**src/dpc_cfg.svh**
```systemverilog
// Constants for the dual PLL divider and calibration control block
// Function
// - Each reference input has its own doubler, enabled by its own bit.
// - Free-running 3-bit reference divider on the primary reference feeds the input mux.
// - Auto input switching only when secondary is within 2000 ppm of divided primary; not checked here, left to software.
// - Per-PLL free-running 5-bit input divider after the input mux.
// - Feedback divider realises integer plus numerator over denominator, denominator 1..4194303.
// - Integer, numerator and denominator sit in eight consecutive registers per PLL.
// - Four-bit charge pump slice select per PLL, 0.4 mA to 6.4 mA.
// - R2, C1, R3 and C3 each have their own register, four per PLL.
// - Power-down pin low or soft reset bit at 0 puts the device in reset.
// - Reset exits on power-up or low-to-high return of either; calibration follows.
// - Leaving reset through the power-down pin reloads pin-mode defaults.
// - Soft reset bit reads high; low then high recalibrates keeping registers.
// - Calibration starts only when supplies are good and the reset timer expired.
// - Outputs with auto-mute enabled are muted while calibration runs.
// - After successful calibration the PLL is released to lock.
`ifndef DPC_CFG_SVH
`define DPC_CFG_SVH
// Global register byte addresses
`define DPC_ADDR_CTRL 12'h000
`define DPC_ADDR_STAT 12'h004
`define DPC_ADDR_MUTE 12'h008
`define DPC_ADDR_PLL0 12'h040
`define DPC_PLL_STRIDE 12'h040
// Control register fields
`define DPC_CTRL_SRST 0
`define DPC_CTRL_PDBL 1
`define DPC_CTRL_SDBL 2
`define DPC_CTRL_RST 8'h01
`define DPC_MUTE_RST 8'hff
// Per-PLL bank indices
`define DPC_IX_INT_HI 0
`define DPC_IX_DEN_LO 7
`define DPC_IX_R2 8
`define DPC_IX_R3 10
`define DPC_IX_REFDIV 12
`define DPC_IX_INDIV 13
`define DPC_IX_CP 14
`define DPC_IX_FILT 15
// Filter config fields
`define DPC_FILT_LBW 3
`define DPC_FILT_SEC 4
`define DPC_FILT_AUTO 5
// Pin-mode default image, one value for every bank entry
`define DPC_DEF_INT_HI 8'h00
`define DPC_DEF_INT_LO 8'h32
`define DPC_DEF_DEN_LO 8'h01
`define DPC_DEF_REFDIV 8'h01
`define DPC_DEF_INDIV 8'h01
`define DPC_DEF_CP 8'h04
`define DPC_DEF_FILT 8'h03
`define DPC_DEF_ZERO 8'h00
// Timing
`define DPC_RST_TIMER_REF 1024
`define DPC_LOS_CYC 16'h0100
`endif

```
**src/dpc_pkg.sv**
```systemverilog
// Types for the dual PLL divider and calibration control block
package dpc_pkg;
  // Sequencer states, Gray coded along reset, settle, calibrate, run
  typedef enum logic [1:0] {
    DPC_ST_RESET = 2'b00,
    DPC_ST_SETTLE = 2'b01,
    DPC_ST_CAL = 2'b11,
    DPC_ST_RUN = 2'b10
  } dpc_state_t;
endpackage

```
**src/dpc_top.sv**
```systemverilog
// Dual PLL divider, loop configuration and reset/calibration sequencer
//
// Register access over AHB-Lite and the register offsets were decided locally.
`timescale 1ns/1ps
`default_nettype none
`include "dpc_cfg.svh"
module dpc_top
  import dpc_pkg::*;
#(
  parameter int RST_TIMER_REF = `DPC_RST_TIMER_REF
) (
  // Clock and reset
  input wire logic I_CLK,
  input wire logic I_SYS_RST,
  // AHB-Lite slave
  input wire logic I_HSEL,
  input wire logic [11:0] I_HADDR,
  input wire logic [1:0] I_HTRANS,
  input wire logic I_HWRITE,
  input wire logic [2:0] I_HSIZE,
  input wire logic [31:0] I_HWDATA,
  input wire logic I_HREADY,
  output logic [31:0] O_HRDATA,
  output logic O_HREADYOUT,
  output logic O_HRESP,
  // Pins and analog status
  input wire logic I_POWER_DOWN_N,
  input wire logic I_SUPPLY_GOOD,
  input wire logic I_PRI_REF,
  input wire logic I_SEC_REF,
  input wire logic [1:0] I_VCO_TICK,
  input wire logic [1:0] I_CAL_DONE,
  input wire logic [1:0] I_CAL_OK,
  // Analog core controls, two PLLs packed
  output logic [1:0] O_PFD_REF,
  output logic [1:0] O_PFD_FB,
  output logic [7:0] O_CP_SLICE,
  output logic [15:0] O_LF_R2,
  output logic [15:0] O_LF_C1,
  output logic [15:0] O_LF_R3,
  output logic [15:0] O_LF_C3,
  output logic [1:0] O_FRAC_FILT,
  output logic [5:0] O_FILT_ORDER,
  output logic [1:0] O_LOW_BW,
  output logic [1:0] O_CAL_START,
  output logic [1:0] O_PLL_RELEASE,
  output logic [7:0] O_MUTE
);
  ////////////////////////////////////////////////////////////////////////////
  // Register storage
  logic [7:0] ctrl_r;
  logic [7:0] mute_en_r;
  logic [7:0] bank_r [2][16];
  logic [7:0] def_img [16];
  dpc_state_t state_r;
  logic [1:0] done_r;
  logic pdn_q_r;
  logic srst_q_r;
  logic [15:0] tmr_r;
  logic reset_req;
  // Bus phase capture
  logic wr_pend_r;
  logic [11:0] wr_addr_r;
  logic acc_ok;
  logic [31:0] rd_nxt;

  // Pin-mode default image, reloaded while the power-down pin is low
  always_comb
  begin
    for (int k = 0; k < 16; k++)
    begin
      def_img[k] = `DPC_DEF_ZERO;
    end
    def_img[`DPC_IX_INT_HI] = `DPC_DEF_INT_HI;
    def_img[`DPC_IX_INT_HI + 1] = `DPC_DEF_INT_LO;
    def_img[`DPC_IX_DEN_LO] = `DPC_DEF_DEN_LO;
    def_img[`DPC_IX_REFDIV] = `DPC_DEF_REFDIV;
    def_img[`DPC_IX_INDIV] = `DPC_DEF_INDIV;
    def_img[`DPC_IX_CP] = `DPC_DEF_CP;
    def_img[`DPC_IX_FILT] = `DPC_DEF_FILT;
  end

  ////////////////////////////////////////////////////////////////////////////
  // AHB-Lite slave, zero wait states, always OKAY
  assign acc_ok = I_HSEL && I_HREADY && I_HTRANS[1];
  assign O_HREADYOUT = 1'b1;
  assign O_HRESP = 1'b0;

  // Write is performed in the data phase, when hwdata stands
  always_ff @(posedge I_CLK or posedge I_SYS_RST)
  begin
    if (I_SYS_RST)
    begin
      wr_pend_r <= 1'b0;
      wr_addr_r <= 12'h000;
    end
    else if (I_HREADY)
    begin
      wr_pend_r <= acc_ok && I_HWRITE;
      wr_addr_r <= I_HADDR;
    end
  end

  // Read mux; unmapped addresses read zero
  always_comb
  begin
    rd_nxt = 32'h00000000;
    if (I_HADDR == `DPC_ADDR_CTRL)
    begin
      rd_nxt = {24'h000000, ctrl_r};
    end
    else if (I_HADDR == `DPC_ADDR_STAT)
    begin
      rd_nxt = {24'h000000, O_PLL_RELEASE, O_CAL_START, done_r, state_r};
    end
    else if (I_HADDR == `DPC_ADDR_MUTE)
    begin
      rd_nxt = {24'h000000, mute_en_r};
    end
    else if (I_HADDR >= `DPC_ADDR_PLL0 && I_HADDR < `DPC_ADDR_PLL0 + 2 * `DPC_PLL_STRIDE)
    begin
      rd_nxt = {24'h000000, bank_r[I_HADDR[7]][I_HADDR[5:2]]};
    end
  end

  // Read data registered at the address phase edge
  always_ff @(posedge I_CLK or posedge I_SYS_RST)
  begin
    if (I_SYS_RST)
    begin
      O_HRDATA <= 32'h00000000;
    end
    else if (acc_ok && !I_HWRITE)
    begin
      O_HRDATA <= rd_nxt;
    end
  end

  ////////////////////////////////////////////////////////////////////////////
  // Global control and mute-enable registers
  always_ff @(posedge I_CLK or posedge I_SYS_RST)
  begin
    if (I_SYS_RST)
    begin
      ctrl_r <= `DPC_CTRL_RST;
      mute_en_r <= `DPC_MUTE_RST;
    end
    else if (wr_pend_r && wr_addr_r == `DPC_ADDR_CTRL)
    begin
      ctrl_r <= I_HWDATA[7:0]; // Soft reset bit resets high; writing it low holds reset
    end
    else if (wr_pend_r && wr_addr_r == `DPC_ADDR_MUTE)
    begin
      mute_en_r <= I_HWDATA[7:0];
    end
  end

  // Per-PLL banks: zeros on system reset, defaults while the pin holds reset
  always_ff @(posedge I_CLK or posedge I_SYS_RST)
  begin
    if (I_SYS_RST)
    begin
      for (int p = 0; p < 2; p++)
      begin
        for (int k = 0; k < 16; k++)
        begin
          bank_r[p][k] <= 8'h00;
        end
      end
    end
    else if (!I_POWER_DOWN_N || !pdn_q_r)
    begin
      for (int p = 0; p < 2; p++)
      begin
        for (int k = 0; k < 16; k++)
        begin
          bank_r[p][k] <= def_img[k]; // Pin-mode image reload
        end
      end
    end
    else if (wr_pend_r && wr_addr_r >= `DPC_ADDR_PLL0
             && wr_addr_r < `DPC_ADDR_PLL0 + 2 * `DPC_PLL_STRIDE)
    begin
      bank_r[wr_addr_r[7]][wr_addr_r[5:2]] <= I_HWDATA[7:0]; // Soft reset keeps these
    end
  end

  ////////////////////////////////////////////////////////////////////////////
  // Reference edge detection and doublers
  logic pri_q_r;
  logic sec_q_r;
  logic pri_tick;
  logic sec_tick;
  logic [1:0] rdiv_tick;
  logic [1:0] mux_tick;
  logic [15:0] los_r [2];

  always_ff @(posedge I_CLK or posedge I_SYS_RST)
  begin
    if (I_SYS_RST)
    begin
      pri_q_r <= 1'b0;
      sec_q_r <= 1'b0;
    end
    else
    begin
      pri_q_r <= I_PRI_REF;
      sec_q_r <= I_SEC_REF;
    end
  end

  // Doubler counts both edges instead of rising only
  assign pri_tick = ctrl_r[`DPC_CTRL_PDBL] ? (I_PRI_REF ^ pri_q_r) : (I_PRI_REF & ~pri_q_r);
  assign sec_tick = ctrl_r[`DPC_CTRL_SDBL] ? (I_SEC_REF ^ sec_q_r) : (I_SEC_REF & ~sec_q_r);

  // Per-PLL chain: reference divider, smart mux, input and feedback dividers
  for (genvar p = 0; p < 2; p++)
  begin : g_pll
    logic use_sec;
    logic fb_tick;

    dpc_div #(.W(3)) u_rdiv (
      .i_clk(I_CLK),
      .i_rst(I_SYS_RST),
      .i_tick(pri_tick),
      .i_ratio(bank_r[p][`DPC_IX_REFDIV][2:0]),
      .o_tick(rdiv_tick[p])
    ); // Free-running on the primary reference

    // Loss window on the divided primary, used only for auto switching
    always_ff @(posedge I_CLK or posedge I_SYS_RST)
    begin
      if (I_SYS_RST)
      begin
        los_r[p] <= 16'h0000;
      end
      else if (rdiv_tick[p])
      begin
        los_r[p] <= 16'h0000;
      end
      else if (los_r[p] != `DPC_LOS_CYC)
      begin
        los_r[p] <= los_r[p] + 16'h0001;
      end
    end

    // Auto switch trusts software to keep the two within 2000 ppm
    assign use_sec = bank_r[p][`DPC_IX_FILT][`DPC_FILT_SEC]
                     || (bank_r[p][`DPC_IX_FILT][`DPC_FILT_AUTO] && los_r[p] == `DPC_LOS_CYC);
    assign mux_tick[p] = use_sec ? sec_tick : rdiv_tick[p];

    dpc_div #(.W(5)) u_mdiv (
      .i_clk(I_CLK),
      .i_rst(I_SYS_RST),
      .i_tick(mux_tick[p]),
      .i_ratio(bank_r[p][`DPC_IX_INDIV][4:0]),
      .o_tick(O_PFD_REF[p])
    ); // Input divider after the mux

    // Eight consecutive entries: INT hi/lo, NUM hi/mid/lo, FRACTION_DENOMINATOR hi/mid/lo
    dpc_fbdiv u_fbdiv (
      .i_clk(I_CLK),
      .i_rst(I_SYS_RST),
      .i_run(O_PLL_RELEASE[p]),
      .i_int({bank_r[p][0], bank_r[p][1]}),
      .i_num({bank_r[p][2][5:0], bank_r[p][3], bank_r[p][4]}),
      .i_den({bank_r[p][5][5:0], bank_r[p][6], bank_r[p][7]}),
      .i_tick(I_VCO_TICK[p]),
      .o_tick(fb_tick)
    ); // Fractional feedback
    assign O_PFD_FB[p] = fb_tick;

    // Loop settings straight from their own bank entries
    assign O_CP_SLICE[4*p +: 4] = bank_r[p][`DPC_IX_CP][3:0];
    assign O_LF_R2[8*p +: 8] = bank_r[p][`DPC_IX_R2];
    assign O_LF_C1[8*p +: 8] = bank_r[p][`DPC_IX_R2 + 1];
    assign O_LF_R3[8*p +: 8] = bank_r[p][`DPC_IX_R3];
    assign O_LF_C3[8*p +: 8] = bank_r[p][`DPC_IX_R3 + 1];
    // Filter mode bits are passed as written; software picks them
    assign O_FRAC_FILT[p] = bank_r[p][`DPC_IX_R3][0];
    assign O_FILT_ORDER[3*p +: 3] = bank_r[p][`DPC_IX_FILT][2:0];
    assign O_LOW_BW[p] = bank_r[p][`DPC_IX_FILT][`DPC_FILT_LBW];
  end

  ////////////////////////////////////////////////////////////////////////////
  // Reset sources; previous levels kept to see the low-to-high return
  assign reset_req = !I_POWER_DOWN_N || !ctrl_r[`DPC_CTRL_SRST];

  always_ff @(posedge I_CLK or posedge I_SYS_RST)
  begin
    if (I_SYS_RST)
    begin
      pdn_q_r <= 1'b0;
      srst_q_r <= 1'b0;
    end
    else
    begin
      pdn_q_r <= I_POWER_DOWN_N;
      srst_q_r <= ctrl_r[`DPC_CTRL_SRST];
    end
  end

  // Sequencer: reset, settle on supplies and timer, calibrate, run
  always_ff @(posedge I_CLK or posedge I_SYS_RST)
  begin
    if (I_SYS_RST)
    begin
      state_r <= DPC_ST_RESET;
      tmr_r <= 16'h0000;
      done_r <= 2'b00;
    end
    else if (reset_req)
    begin
      state_r <= DPC_ST_RESET;
      tmr_r <= 16'h0000;
      done_r <= 2'b00;
    end
    else
    begin
      case (state_r)
        DPC_ST_RESET:
        begin
          // Power-up and either return to high both land here
          state_r <= DPC_ST_SETTLE;
          tmr_r <= 16'h0000;
        end
        DPC_ST_SETTLE:
        begin
          // Timer counts reference edges, so a dead reference stalls here
          if (pri_tick && tmr_r < 16'(RST_TIMER_REF))
          begin
            tmr_r <= tmr_r + 16'h0001;
          end
          if (I_SUPPLY_GOOD && tmr_r >= 16'(RST_TIMER_REF))
          begin
            state_r <= DPC_ST_CAL;
            done_r <= 2'b00;
          end
        end
        DPC_ST_CAL:
        begin
          done_r <= done_r | I_CAL_DONE;
          if ((I_CAL_DONE & ~I_CAL_OK) != 2'b00)
          begin
            state_r <= DPC_ST_SETTLE; // Failed pass retries after settling again
            tmr_r <= 16'h0000;
          end
          else if ((done_r | I_CAL_DONE) == 2'b11)
          begin
            state_r <= DPC_ST_RUN;
          end
        end
        DPC_ST_RUN:
        begin
          state_r <= DPC_ST_RUN;
        end
        default:
        begin
          state_r <= DPC_ST_RESET;
        end
      endcase
    end
  end

  // Calibration start, loop release and output muting
  always_ff @(posedge I_CLK or posedge I_SYS_RST)
  begin
    if (I_SYS_RST)
    begin
      O_CAL_START <= 2'b00;
      O_PLL_RELEASE <= 2'b00;
      O_MUTE <= 8'h00;
    end
    else
    begin
      O_CAL_START <= (state_r == DPC_ST_CAL && !reset_req) ? ~done_r : 2'b00;
      O_PLL_RELEASE <= (state_r == DPC_ST_RUN && !reset_req) ? 2'b11 : 2'b00;
      O_MUTE <= (state_r == DPC_ST_CAL) ? mute_en_r : 8'h00;
    end
  end
endmodule
`default_nettype wire

```
**src/dpc_div.sv**
```systemverilog
// Free-running tick divider used for the reference and input dividers
`timescale 1ns/1ps
`default_nettype none
module dpc_div #(
  parameter int W = 3
) (
  // Clock and reset
  input wire logic i_clk,
  input wire logic i_rst,
  // Ticks in, ratio, ticks out
  input wire logic i_tick,
  input wire logic [W-1:0] i_ratio,
  output logic o_tick
);
  logic [W-1:0] cnt_r;
  logic wrap;

  // Ratio 0 and 1 both pass every tick; the counter never stops
  assign wrap = (cnt_r >= i_ratio - W'(1)) || (i_ratio == '0);

  // Counter runs continuously, no reload on ratio change
  always_ff @(posedge i_clk or posedge i_rst)
  begin
    if (i_rst)
    begin
      cnt_r <= '0;
    end
    else if (i_tick)
    begin
      cnt_r <= wrap ? '0 : cnt_r + W'(1);
    end
  end

  // Output pulse registered
  always_ff @(posedge i_clk or posedge i_rst)
  begin
    if (i_rst)
    begin
      o_tick <= 1'b0;
    end
    else
    begin
      o_tick <= i_tick && wrap;
    end
  end
endmodule
`default_nettype wire

```
**src/dpc_fbdiv.sv**
```systemverilog
// Fractional feedback divider: N = INT + NUM / FRACTION_DENOMINATOR
`timescale 1ns/1ps
`default_nettype none
module dpc_fbdiv (
  // Clock and reset
  input wire logic i_clk,
  input wire logic i_rst,
  // Divider hold while the loop is not released
  input wire logic i_run,
  // Settings
  input wire logic [15:0] i_int,
  input wire logic [21:0] i_num,
  input wire logic [21:0] i_den,
  // VCO ticks in, divided ticks out
  input wire logic i_tick,
  output logic o_tick
);
  logic [15:0] cnt_r;
  logic [15:0] tgt_r;
  logic [21:0] acc_r;
  logic [22:0] acc_sum;
  logic [21:0] den_eff;
  logic wrap;

  // A zero denominator is treated as one
  assign den_eff = (i_den == 22'h000000) ? 22'h000001 : i_den;
  assign acc_sum = {1'b0, acc_r} + {1'b0, i_num};
  assign wrap = i_tick && (cnt_r + 16'h0001 >= tgt_r);

  // Count to INT or INT+1 as the accumulator carries
  always_ff @(posedge i_clk or posedge i_rst)
  begin
    if (i_rst)
    begin
      cnt_r <= 16'h0000;
      acc_r <= 22'h000000;
      tgt_r <= 16'h0001;
    end
    else if (!i_run)
    begin
      cnt_r <= 16'h0000;
      acc_r <= 22'h000000;
      tgt_r <= i_int;
    end
    else if (wrap)
    begin
      cnt_r <= 16'h0000;
      if (acc_sum >= {1'b0, den_eff})
      begin
        acc_r <= 22'(acc_sum - {1'b0, den_eff});
        tgt_r <= i_int + 16'h0001;
      end
      else
      begin
        acc_r <= acc_sum[21:0];
        tgt_r <= i_int;
      end
    end
    else if (i_tick)
    begin
      cnt_r <= cnt_r + 16'h0001;
    end
  end

  // Divided output registered
  always_ff @(posedge i_clk or posedge i_rst)
  begin
    if (i_rst)
    begin
      o_tick <= 1'b0;
    end
    else
    begin
      o_tick <= wrap && i_run;
    end
  end
endmodule
`default_nettype wire

```
**config.mk**
```make
export PLATFORM = sky130hd
export DESIGN_NAME = dpc_top
export DESIGN_NICKNAME = d
export VERILOG_FILES = /design/src/dpc_pkg.sv /design/src/dpc_top.sv /design/src/dpc_div.sv /design/src/dpc_fbdiv.sv
export VERILOG_INCLUDE_DIRS = /design/src /design/src/src
export SDC_FILE = /design/constraint.sdc
export NUM_CORES = 1
export LEC_CHECK = 0
export ABC_AREA = 1
export ABC_CLOCK_PERIOD_IN_PS = 40500
export CAP_MARGIN = 20
export CORE_MARGIN = 5
export CORE_UTILIZATION = 25
export CTS_CLUSTER_SIZE = 28
export DETAILED_ROUTE_END_ITERATION = 8
export DONT_BUFFER_PORTS = 1
export HOLD_SLACK_MARGIN = 0.15
export PLACE_DENSITY = 0.42
export SKIP_CTS_REPAIR_TIMING = 1
export SYNTH_ARGS = -nofsm -noshare
export SYNTH_HDL_FRONTEND = slang
export SYNTH_SLANG_ARGS = --single-unit
```
**constraint.sdc**
```tcl
create_clock -name I_CLK -period 40.5 [get_ports I_CLK]
set_input_delay 2.025 -clock I_CLK [delete_from_list [all_inputs] [get_ports I_CLK]]
set_output_delay 2.025 -clock I_CLK [all_outputs]
set_load 0.05 [all_outputs]
```
==> results of run 1 <==
routing by layer:
layer,vias to the layer above,global-route usage,wire length (µm)
li1,13400,-,-
met4,0,0.0442,2440
met5,-,0,0
met1,13100,0.245,55400
met2,647,0.262,49600
met3,124,0.0322,7000
layout make-up:
class | instances | area (µm²)
clock inverter | 20 | 268
antenna | 1 | 2.50
clock buffer | 94 | 1950
sequential | 489 | 12300
multi-input combinational | 2831 | 15500
timing repair buffer | 29 | 287
tap | 1637 | 2050
fill | 13600 | 89600
inverter | 549 | 2070
how the worst max path moves through the flow:
stage | from | to | depth (start not counted)
floorplan | I_SYS_RST | O_CAL_START[0]$_DFF_PP0_ | 1
global placement | I_HADDR[2] | O_HRDATA[4]$_DFFE_PP0P_ | 12
detailed placement | I_HADDR[2] | O_HRDATA[4]$_DFFE_PP0P_ | 12
CTS | bank_r[93]$_DFFE_PP0P_ | g_pll[1].u_fbdiv.acc_r[13]$_DFFE_PP0P_ | 20
global route | bank_r[93]$_DFFE_PP0P_ | g_pll[1].u_fbdiv.acc_r[10]$_DFFE_PP0P_ | 22
finish | bank_r[88]$_DFFE_PP0P_ | g_pll[1].u_fbdiv.acc_r[10]$_DFFE_PP0P_ | 25
worst max-delay path, delay by kind of cell, from the launching register on:
kind	cells	cell delay (ns)
and+or+nand+nor	16	1.96
adders and majority gates	3	1.05
buffers and inverters	4	0.85
DFF	1	0.49
xor gates and xnor gates	1	0.33
AOI/OAI and AO/OA	1	0.19
report_power, final:
group / switching, W / internal [W]
Combinational: 0.000106 / 0.0000353
Sequential: 0.0000315 / 0.000505
Clock: 0.000239 / 0.000362
logic make-up after synthesis:
logic type	Yosys count	share of synthesized area
AO/OA/AOI/OAI	882	0.155
other	2	0.000240
flip-flops	489	0.392
buffers and inverters	815	0.117
adder cells (fa/ha/maj)	166	0.0674
multiplexers	3	0.00108
AND/OR/NAND/NOR	1652	0.240
XOR/XNOR	102	0.0286
stage by stage:
step	power [W]	std cells	cell area (µm²)	hold slack [ns]
after floorplan	0.000646	4135	31300	0.448
after global placement	0.000687	5530	32000	0.461
after detailed placement	0.000688	5534	32100	0.468
after CTS	0.00130	5648	34300	0.480
after global routing	0.00134	5649	34400	0.495
final	0.00128	5650	34400	0.474
sequential cells by signal, indices dropped and copies added (netlist names), 8 cells and up:
name / cells
bank_r: 176
g_pll.u_fbdiv.acc_r: 44
g_pll.u_fbdiv.cnt_r: 32
g_pll.u_fbdiv.tgt_r: 32
los_r: 32
O_LF_C1: 16
O_LF_C3: 16
O_LF_R2: 16
tmr_r: 16
O_LF_R3: 14
wr_addr_r: 12
g_pll.u_mdiv.cnt_r: 10
O_CP_SLICE: 8
O_HRDATA: 8
O_MUTE: 8
ctrl_r: 8
mute_en_r: 8
cells in the final DEF, fill, tap and decap left out, types with 21 or more instances in the layout:
cell type,Yosys,layout
inv_2,21,22
nor2_1,241,241
ha_1,162,162
clkbuf_16,0,68
nand2_1,816,808
o211ai_1,30,30
dfrtp_1,478,477
o21ai_0,312,312
o21ai_1,67,67
conb_1,2,26
a21oi_1,253,253
nor3_1,42,42
xnor2_1,31,31
nand2_2,13,21
xor2_1,71,71
nand3_1,315,315
nand4_1,112,112
o22ai_1,175,175
buf_4,118,23
inv_1,527,524
==> metrics.cfg, run 1 <==
[clocking]
clk_latency_ns = 0.64
cts-root-buf = clkbuf_16
h-tree-depth = 3
clock-sinks = 489
cts_tree = yes
cts_buffers = 66
cts_buffer_depth = 3
clkTransAtPathRegs_ns = 0.06

[timing]
setup_ws_ns = 35.51
worst_pin_slew_ns = 1.17
max_freq_mhz = 200
period_needed_ns = 4.99
tns_ns = 0
slew_headroom = 0.219
min_period_over_period = 0.123
hold_viol_final = 0
final_max_slew_viol_count = 0
setup_viol_count_final = 0
finClkSkew_ns = 0.0296
rsz0062_at_grt = no

[logic_synthesis]
synthesis.area_um2 = 31300
synth-async-reset-ratio = 1.00
yosys_warnings = 0
synthTopCellsByArea = dfrtp_1 38%, nand2_1 9.8%, ha_1 6.5%
synth_top_area_cell = dfrtp_1
synth_edf_count = 0
synthTopCellsByCount = 816 x nand2_1, 527 x inv_1, 478 x dfrtp_1, 315 x nand3_1, 312 x o21ai_0
synth.distinct_cells = 59
synth-seq-cells = 489
synth_top_area_frac = 0.383
syn_area_per_cell_um2 = 7.60
ys_seq_area_frac = 0.392
synthFlopType = dfrtp_1
synth_most_common_cell = nand2_1
synthCells = 4111

[setup_path]
worstSetupEndpointType = flip-flop
rr_worst_depth = 25
regToRegStartpoint = bank_r[88]$_DFFE_PP0P_
cp_slowest_cell = nand3_2
worstPathRequired_ns = 41.02
crit_path_max_incr_delay_ns = 0.55
r2r-end = g_pll[1].u_fbdiv.acc_r[10]$_DFFE_PP0P_
rrSetupSlack_ns = 35.51
path_class = flip-flop to flip-flop
critPathLaunchType = flip-flop
crit_path_max_fanout = 37
cpMostUsedCell = nand2_1
arrival_ns = 5.51

[placement]
post-dp-hpwl_um = 84100
gp_congestion = 0.878
pre_cts_ws_ns = 35.38
portBuffers = 0

[grt]
grt_usage = 0.170
grt_overflow = 0
grt_max_degree = 165
antenna_found_initial = 1
grt_pass1_vias = 26500
grt_pass1_wl_um = 171000

[min_path]
holdPathEnd = g_pll[1].u_fbdiv.tgt_r[0]$_DFFE_PP1P_
min_from = g_pll[1].u_fbdiv.tgt_r[0]$_DFFE_PP1P_
hold_path_depth = 2
hold_class = flip-flop to flip-flop

[floorplan]
ios = 196
fp.dieW_um = 364
rows = 129
core_um2 = 124000
start_util = 0.252
die_h_um = 364
design.die.area_um2 = 132000

[finish]
nets = 4196
final_util = 0.277
final_layout_size_suffix_gt1_frac = 0.0670
synthToLayoutAreaGrowth_pct = 9.93

[routing]
drtIter0Drc = 2075
detail-route-antenna-nets = 0
wl_um = 114000
dr.pass1.iters = 5
via_per_inst = 4.81
wire_per_inst_um = 20.3
via_count = 27200
drc = 0

[power_and_ir_drop]
power_density_nw_per_um2 = 37.2
peakVddDrop_mv = 0.0338
p_leak_nw = 16.4

[flow_run]
cap_violations = 0

[status]
status = completed

No activity file was read; power rests on OpenSTA's default activity.
==> run 2, diff against run 1 <==
- ABC_CLOCK_PERIOD_IN_PS: 40500 -> 4600
- clock period: 40.5 -> 4.6 ns (I/O delays scaled with it)
==> run 2 against run 1 <==
Via count increased by 1.2%. Non-clock buffer count is 62 higher. Highest routed layer unchanged. Largest cell class unchanged. Critical endpoint is now g_pll[0].u_fbdiv.acc_r[21]$_DFFE_PP0P_. Critical path type unchanged. Wire length grew 0.56%. Flip-flop and latch count stayed put.
==> metrics.cfg, run 2 (synthesis results as in run 1) <==
[floorplan]
core_um2 = 124000  ; unchanged
design.die.area_um2 = 132000  ; unchanged
ios = 196  ; unchanged
start_util = 0.252  ; unchanged
fp.dieW_um = 364  ; unchanged
die_h_um = 364  ; unchanged
rows = 129  ; unchanged

[timing]
hold_viol_final = 0  ; unchanged
setup_viol_count_final = 0  ; unchanged
finClkSkew_ns = 0.0623  ; +0.0327 ns
slew_headroom = 0.217  ; -0.00159
period_needed_ns = 4.12  ; -0.874 ns
final_max_slew_viol_count = 0  ; unchanged
rsz0062_at_grt = no
max_freq_mhz = 243  ; +21%
min_period_over_period = 0.895  ; +0.772
worst_pin_slew_ns = 1.17  ; -0.00193 ns
holdWs_ns = 0.0738  ; -0.400 ns

[routing]
via_count = 27500  ; +1.2%
drc = 0  ; unchanged
via_per_inst = 4.82  ; +0.12%
dr.pass1.iters = 9  ; +4
wire_per_inst_um = 20.1  ; -0.53%
drtIter0Drc = 2045  ; -1.4%
wl_um = 115000  ; +0.56%
detail-route-antenna-nets = 0  ; unchanged

[clocking]
clock-sinks = 489  ; unchanged
cts_buffers = 61  ; -7.6%
cts-root-buf = clkbuf_16
clk_latency_ns = 0.70  ; +0.06 ns
clkTransAtPathRegs_ns = 0.06  ; about the same
cts_tree = yes
h-tree-depth = 2  ; -1
cts_buffer_depth = 3  ; unchanged

[power_and_ir_drop]
clkPwrFrac = 0.459  ; -0.011
seqPwrFrac = 0.425  ; +0.005
switchingPower_w = 0.00330  ; +780%
p_leak_nw = 16.6  ; +1.4%
power_frac_comb = 0.116  ; +0.006
p_int_w = 0.00780  ; +760%
power_density_nw_per_um2 = 319  ; +760%
p_total_w = 0.0111  ; +770%
sw_frac_of_total = 0.297  ; +0.00317
peakVddDrop_mv = 0.344  ; +920%

[finish]
mostFrequentLayoutCells = 809 x nand2_1, 524 x inv_1, 477 x dfrtp_1, 315 x nand3_1, 312 x o21ai_0
seqCellArea_um2 = 12300  ; unchanged
regMostFlops = bank_r
final_layout_size_suffix_gt1_frac = 0.0702  ; +0.00319
synthToLayoutAreaGrowth_pct = 11.5
fillers = 13600  ; -0.34%
final_common_cell = nand2_1
fin_area_um2 = 34800  ; +1.4%
multiInputGateArea_um2 = 15500  ; about the same
final_util = 0.281  ; +0.00386
top_regs = bank_r: 176 flops, g_pll.u_fbdiv.acc_r: 44 flops
nets = 4253  ; +1.4%
largest_reg_flops = 176  ; unchanged

[setup_path]
crit_path_max_fanout = 24  ; -35%
path_class = flip-flop to flip-flop
worstSetupEndpointType = flip-flop
worstPathRequired_ns = 5.17  ; -35.85 ns
arrival_ns = 4.69  ; -0.82 ns
cp_slowest_cell = fa_1
critPathLaunchType = flip-flop
crit_path_max_incr_delay_ns = 0.41  ; -0.14 ns
cpMostUsedCell = nand2_1

[grt]
grt_overflow = 0  ; unchanged
grt_pass1_vias = 26800  ; +1.1%
antenna_found_initial = 3  ; +2
grt_pass1_wl_um = 173000  ; +0.76%
grt_max_degree = 165  ; unchanged
grt_usage = 0.169  ; -0.000728

[placement]
portBuffers = 0  ; unchanged
dpl-instance-area_um2 = 32300  ; +0.66%
post-dp-hpwl_um = 83900  ; -0.23%
gp_congestion = 0.873  ; -0.56%

[status]
status = completed

[flow_run]
cap_violations = 0  ; unchanged

[min_path]
hold_class = input pin to flip-flop

-- run 2: changes by cell type in the layout (fill, tap and decap cells not counted), moves of 2 or more --
| cell | before | now |
|---|---|---|
| bufinv_16 | 4 | 6 |
| clkinv_2 | 7 | 10 |
| clkbuf_16 | 68 | 61 |
| buf_12 | 3 | 7 |
| buf_4 | 23 | 45 |
| clkbuf_1 | 11 | 14 |
| dlygate4sd3_1 | 0 | 39 |
| diode_2 | 1 | 3 |
-- run 2: power by group through the flow --
stage               clock (W)  sequential (W)  combinational [W]
finish                0.00510         0.00472            0.00129
detailed placement          0         0.00480            0.00125
global route          0.00542         0.00475            0.00146
floorplan                   0         0.00471           0.000979
CTS                   0.00525         0.00472            0.00126
global placement            0         0.00480            0.00124
-- run 2: final timing paths --
path                            cells past startpoint                                      to                                  start  slack, ns
worst max-delay path                               26  g_pll[0].u_fbdiv.acc_r[21]$_DFFE_PP0P_                bank_r[216]$_DFFE_PP0P_       0.48
worst min-delay path                                4                  state_r[1]$_DFFE_PP0P_                            I_CAL_OK[1]       0.07
worst max register to register                     26  g_pll[0].u_fbdiv.acc_r[21]$_DFFE_PP0P_                bank_r[216]$_DFFE_PP0P_       0.48
worst min register to register                      2   g_pll[1].u_fbdiv.tgt_r[0]$_DFFE_PP1P_  g_pll[1].u_fbdiv.tgt_r[0]$_DFFE_PP1P_       0.47
max in group asynchronous                           3                   los_r[12]$_DFFE_PP0P_                              I_SYS_RST       3.31
min in group asynchronous                           3                  O_LF_C3[2]$_DFFE_PP0P_                              I_SYS_RST       0.36
-- run 2: cell type report --
| cell class | instances | area share |
|---|---|---|
| inverters | 549 | 0.0593 |
| flip-flops and latches | 489 | 0.352 |
| clock buffers | 89 | 0.0509 |
| repair buffers | 91 | 0.0249 |
| well taps | 1637 | 0.0588 |
| multi-input cells | 2831 | 0.444 |
| diodes | 3 | 0.000216 |
| clock inverters | 23 | 0.00984 |
-- run 2: through the flow --
stage	worst slack, ns	TNS, ns	cells
after floorplan	-2.25	-1080.75	4135
after global placement	0.516	0	5558
after detailed placement	0.506	0	5558
after CTS	0.479	0	5670
after global routing	0.0400	0	5710
final	0.483	0	5712
-- run 2: critical path: cells and delay by family (launching register included) --
kind,cells,cell delay (ns)
AO/OA/AOI/OAI,3,0.53
flip-flops,1,0.39
buffers and inverters,3,0.37
adder cells (fa/ha/maj),3,1.00
AND/OR/NAND/NOR,17,1.70
-- run 2: metal layers --
layer | up-vias | share of wire | track usage
met5 | - | 0 | 0
met4 | 0 | 0.019 | 0.0339
met3 | 111 | 0.055 | 0.0311
met2 | 565 | 0.44 | 0.265
met1 | 13300 | 0.49 | 0.245
li1 | 13500 | - | -
==> run 3, diff against run 2 <==
- CORE_MARGIN: 5 -> 2
==> run 3 against run 2 <==
Critical path depth fell by 5. Worst setup slack got worse by 0.0078 ns. Core utilization barely moved. Clock skew rose by 0.016 ns. Global-route usage rose by 0.51 points.
==> metrics.cfg, run 3 (synthesis results as in run 1) <==
[setup_path]
rrSetupSlack_ns = 0.47  ; about the same
crit_path_max_fanout = 28  ; +17%
path_class = flip-flop to flip-flop
r2r-end = g_pll[1].u_fbdiv.tgt_r[1]$_DFFE_PP0P_
worstPathRequired_ns = 5.17  ; about the same
arrival_ns = 4.69  ; about the same
regToRegStartpoint = bank_r[93]$_DFFE_PP0P_
rr_worst_depth = 21  ; -19%
worstSetupEndpointType = flip-flop
critPathLaunchType = flip-flop

[timing]
final_max_slew_viol_count = 0  ; unchanged
period_needed_ns = 4.13  ; +0.00778 ns
rsz0062_at_grt = no
setup_viol_count_final = 0  ; unchanged
slew_headroom = 0.132  ; -0.0854
max_freq_mhz = 242  ; -0.19%
min_period_over_period = 0.897  ; +0.00169
worst_pin_slew_ns = 1.29  ; +0.122 ns
holdWs_ns = 0.181  ; +0.107 ns
hold_viol_final = 0  ; unchanged
finClkSkew_ns = 0.0778  ; +0.0155 ns
tns_ns = 0  ; unchanged

[floorplan]
fp.dieW_um = 358  ; -1.7%
core_um2 = 124000  ; -0.13%
die_h_um = 358  ; -1.7%
ios = 196  ; unchanged
design.die.area_um2 = 128000  ; -3.3%
rows = 129  ; unchanged
start_util = 0.252  ; +0.000329

[power_and_ir_drop]
switchingPower_w = 0.00331  ; +0.33%
sw_frac_of_total = 0.297  ; about the same
p_leak_nw = 16.5  ; -0.35%
seqPwrFrac = 0.423  ; -0.002
clkPwrFrac = 0.461  ; +0.002
p_int_w = 0.00783  ; +0.40%
power_density_nw_per_um2 = 321  ; +0.61%
peakVddDrop_mv = 0.289  ; -16%
power_frac_comb = 0.116  ; about the same

[finish]
final_common_cell = nand2_1
diodes = 0  ; -3
synthToLayoutAreaGrowth_pct = 11.2
final_layout_size_suffix_gt1_frac = 0.0678  ; -0.00249
fin_area_um2 = 34800  ; -0.23%
nets = 4241  ; -0.28%
mostFrequentLayoutCells = 809 x nand2_1, 524 x inv_1, 477 x dfrtp_1, 315 x nand3_1, 312 x o21ai_0
top_regs = bank_r: 176 flops, g_pll.u_fbdiv.acc_r: 44 flops
fillers = 13500  ; -0.63%
layout.cells.non_filler = 5696  ; -0.28%
regMostFlops = bank_r
largest_reg_flops = 176  ; unchanged

[clocking]
cts_tree = yes
clock-sinks = 489  ; unchanged
cts-root-buf = clkbuf_16
clkTransAtPathRegs_ns = 0.06  ; about the same
cts_buffer_depth = 3  ; unchanged
cts_buffers = 60  ; -1.6%
clk_latency_ns = 0.70  ; about the same
h-tree-depth = 2  ; unchanged

[min_path]
holdPathEnd = O_HRDATA[4]$_DFFE_PP0P_
hold_class = input pin to flip-flop
hold_path_depth = 9  ; +5
min_from = I_HADDR[6]

[routing]
drtIter0Drc = 2317  ; +13%
via_per_inst = 4.79  ; -0.71%
dr.pass1.iters = 5  ; -4
detail-route-antenna-nets = 0  ; unchanged
wire_per_inst_um = 19.9  ; -1.3%
wl_um = 113000  ; -1.6%
via_count = 27300  ; -0.98%
drc = 0  ; unchanged

[grt]
grt_max_degree = 165  ; unchanged
grt_pass1_vias = 26500  ; -1.1%
grt_pass1_wl_um = 171000  ; -1.2%
grt_overflow = 0  ; unchanged
antenna_found_initial = 2  ; -1
grt_usage = 0.174  ; +0.00510

[flow_run]
cap_violations = 0  ; unchanged

[placement]
post-dp-hpwl_um = 82400  ; -1.7%
gp_congestion = 0.863  ; -1.2%
dpl-instance-area_um2 = 32200  ; -0.30%
portBuffers = 0  ; unchanged
dp_cells = 5545  ; -0.23%

[status]
status = completed

## run 3: changes by cell type in the layout (fill, tap and decap cells not counted), sizes merged
cell	change
clkbuf	-7
bufinv	+2
inv	-3
diode	-3
clkinvlp	+3
buf	-13
dlygate4sd3	+2
clkinv	+3
## run 3: area by class of cell
class,instances,area (µm²),share of cell area
timing repair buffer,80,791,0.0228
clock inverter,28,415,0.0120
multi-input combinational,2831,15500,0.445
inverter,549,2070,0.0595
clock buffer,82,1700,0.0490
sequential,489,12300,0.353
tap,1637,2050,0.0589
## run 3: stage by stage
step | total power (W) | utilization | setup WS (ns)
finish | 0.0111 | 0.281 | 0.475
global route | 0.0117 | 0.281 | 0.0196
CTS | 0.0113 | 0.277 | 0.487
detailed placement | 0.00605 | 0.260 | 0.490
global placement | 0.00605 | 0.260 | 0.494
floorplan | 0.00569 | - | -2.25
## run 3: power groups by stage
stage | combinational [W] | clock, W | sequential (W)
2_1_floorplan | 0.000979 | 0 | 0.00471
3_3_place_gp | 0.00125 | 0 | 0.00480
3_5_place_dp | 0.00126 | 0 | 0.00480
4_1_cts | 0.00126 | 0.00529 | 0.00472
5_1_grt | 0.00147 | 0.00546 | 0.00474
6_report | 0.00130 | 0.00513 | 0.00472
## run 3: critical path, stage by stage, from the launching register on
cell	delay, ns
dfrtp_1	0.45
ha_1	0.39
a21oi_1	0.27
nand3_2	0.18
nand2_1	0.17
nand2_2	0.09
a21oi_1	0.23
or2_2	0.16
nand2_1	0.06
ha_1	0.39
nand2_2	0.12
nor2_2	0.15
inv_2	0.05
nor2_4	0.08
nand3_2	0.08
nand3_2	0.13
nand2_2	0.12
nand3_2	0.12
buf_4	0.33
nand2_1	0.15
o211ai_1	0.20
nand2_1	0.06
## run 3: how the worst max path moves through the flow
stage | startpoint | to | slack [ns] | depth (start not counted)
floorplan | I_SYS_RST | O_CAL_START[0]$_DFF_PP0_ | -2.25 | 1
global placement | bank_r[217]$_DFFE_PP0P_ | g_pll[0].u_fbdiv.tgt_r[1]$_DFFE_PP0P_ | 0.49 | 26
detailed placement | bank_r[217]$_DFFE_PP0P_ | g_pll[0].u_fbdiv.acc_r[11]$_DFFE_PP0P_ | 0.49 | 25
CTS | bank_r[217]$_DFFE_PP0P_ | g_pll[0].u_fbdiv.tgt_r[1]$_DFFE_PP0P_ | 0.49 | 26
global route | bank_r[216]$_DFFE_PP0P_ | g_pll[0].u_fbdiv.tgt_r[10]$_DFFE_PP0P_ | 0.02 | 27
finish | bank_r[93]$_DFFE_PP0P_ | g_pll[1].u_fbdiv.tgt_r[1]$_DFFE_PP0P_ | 0.47 | 21
## run 3: layer usage
layer,global-route usage,routed length [µm],vias to the layer above
met4,0.0354,1860,0
met5,0,0,-
met2,0.269,49300,612
met3,0.0299,6220,102
met1,0.254,55800,13100
li1,-,-,13500
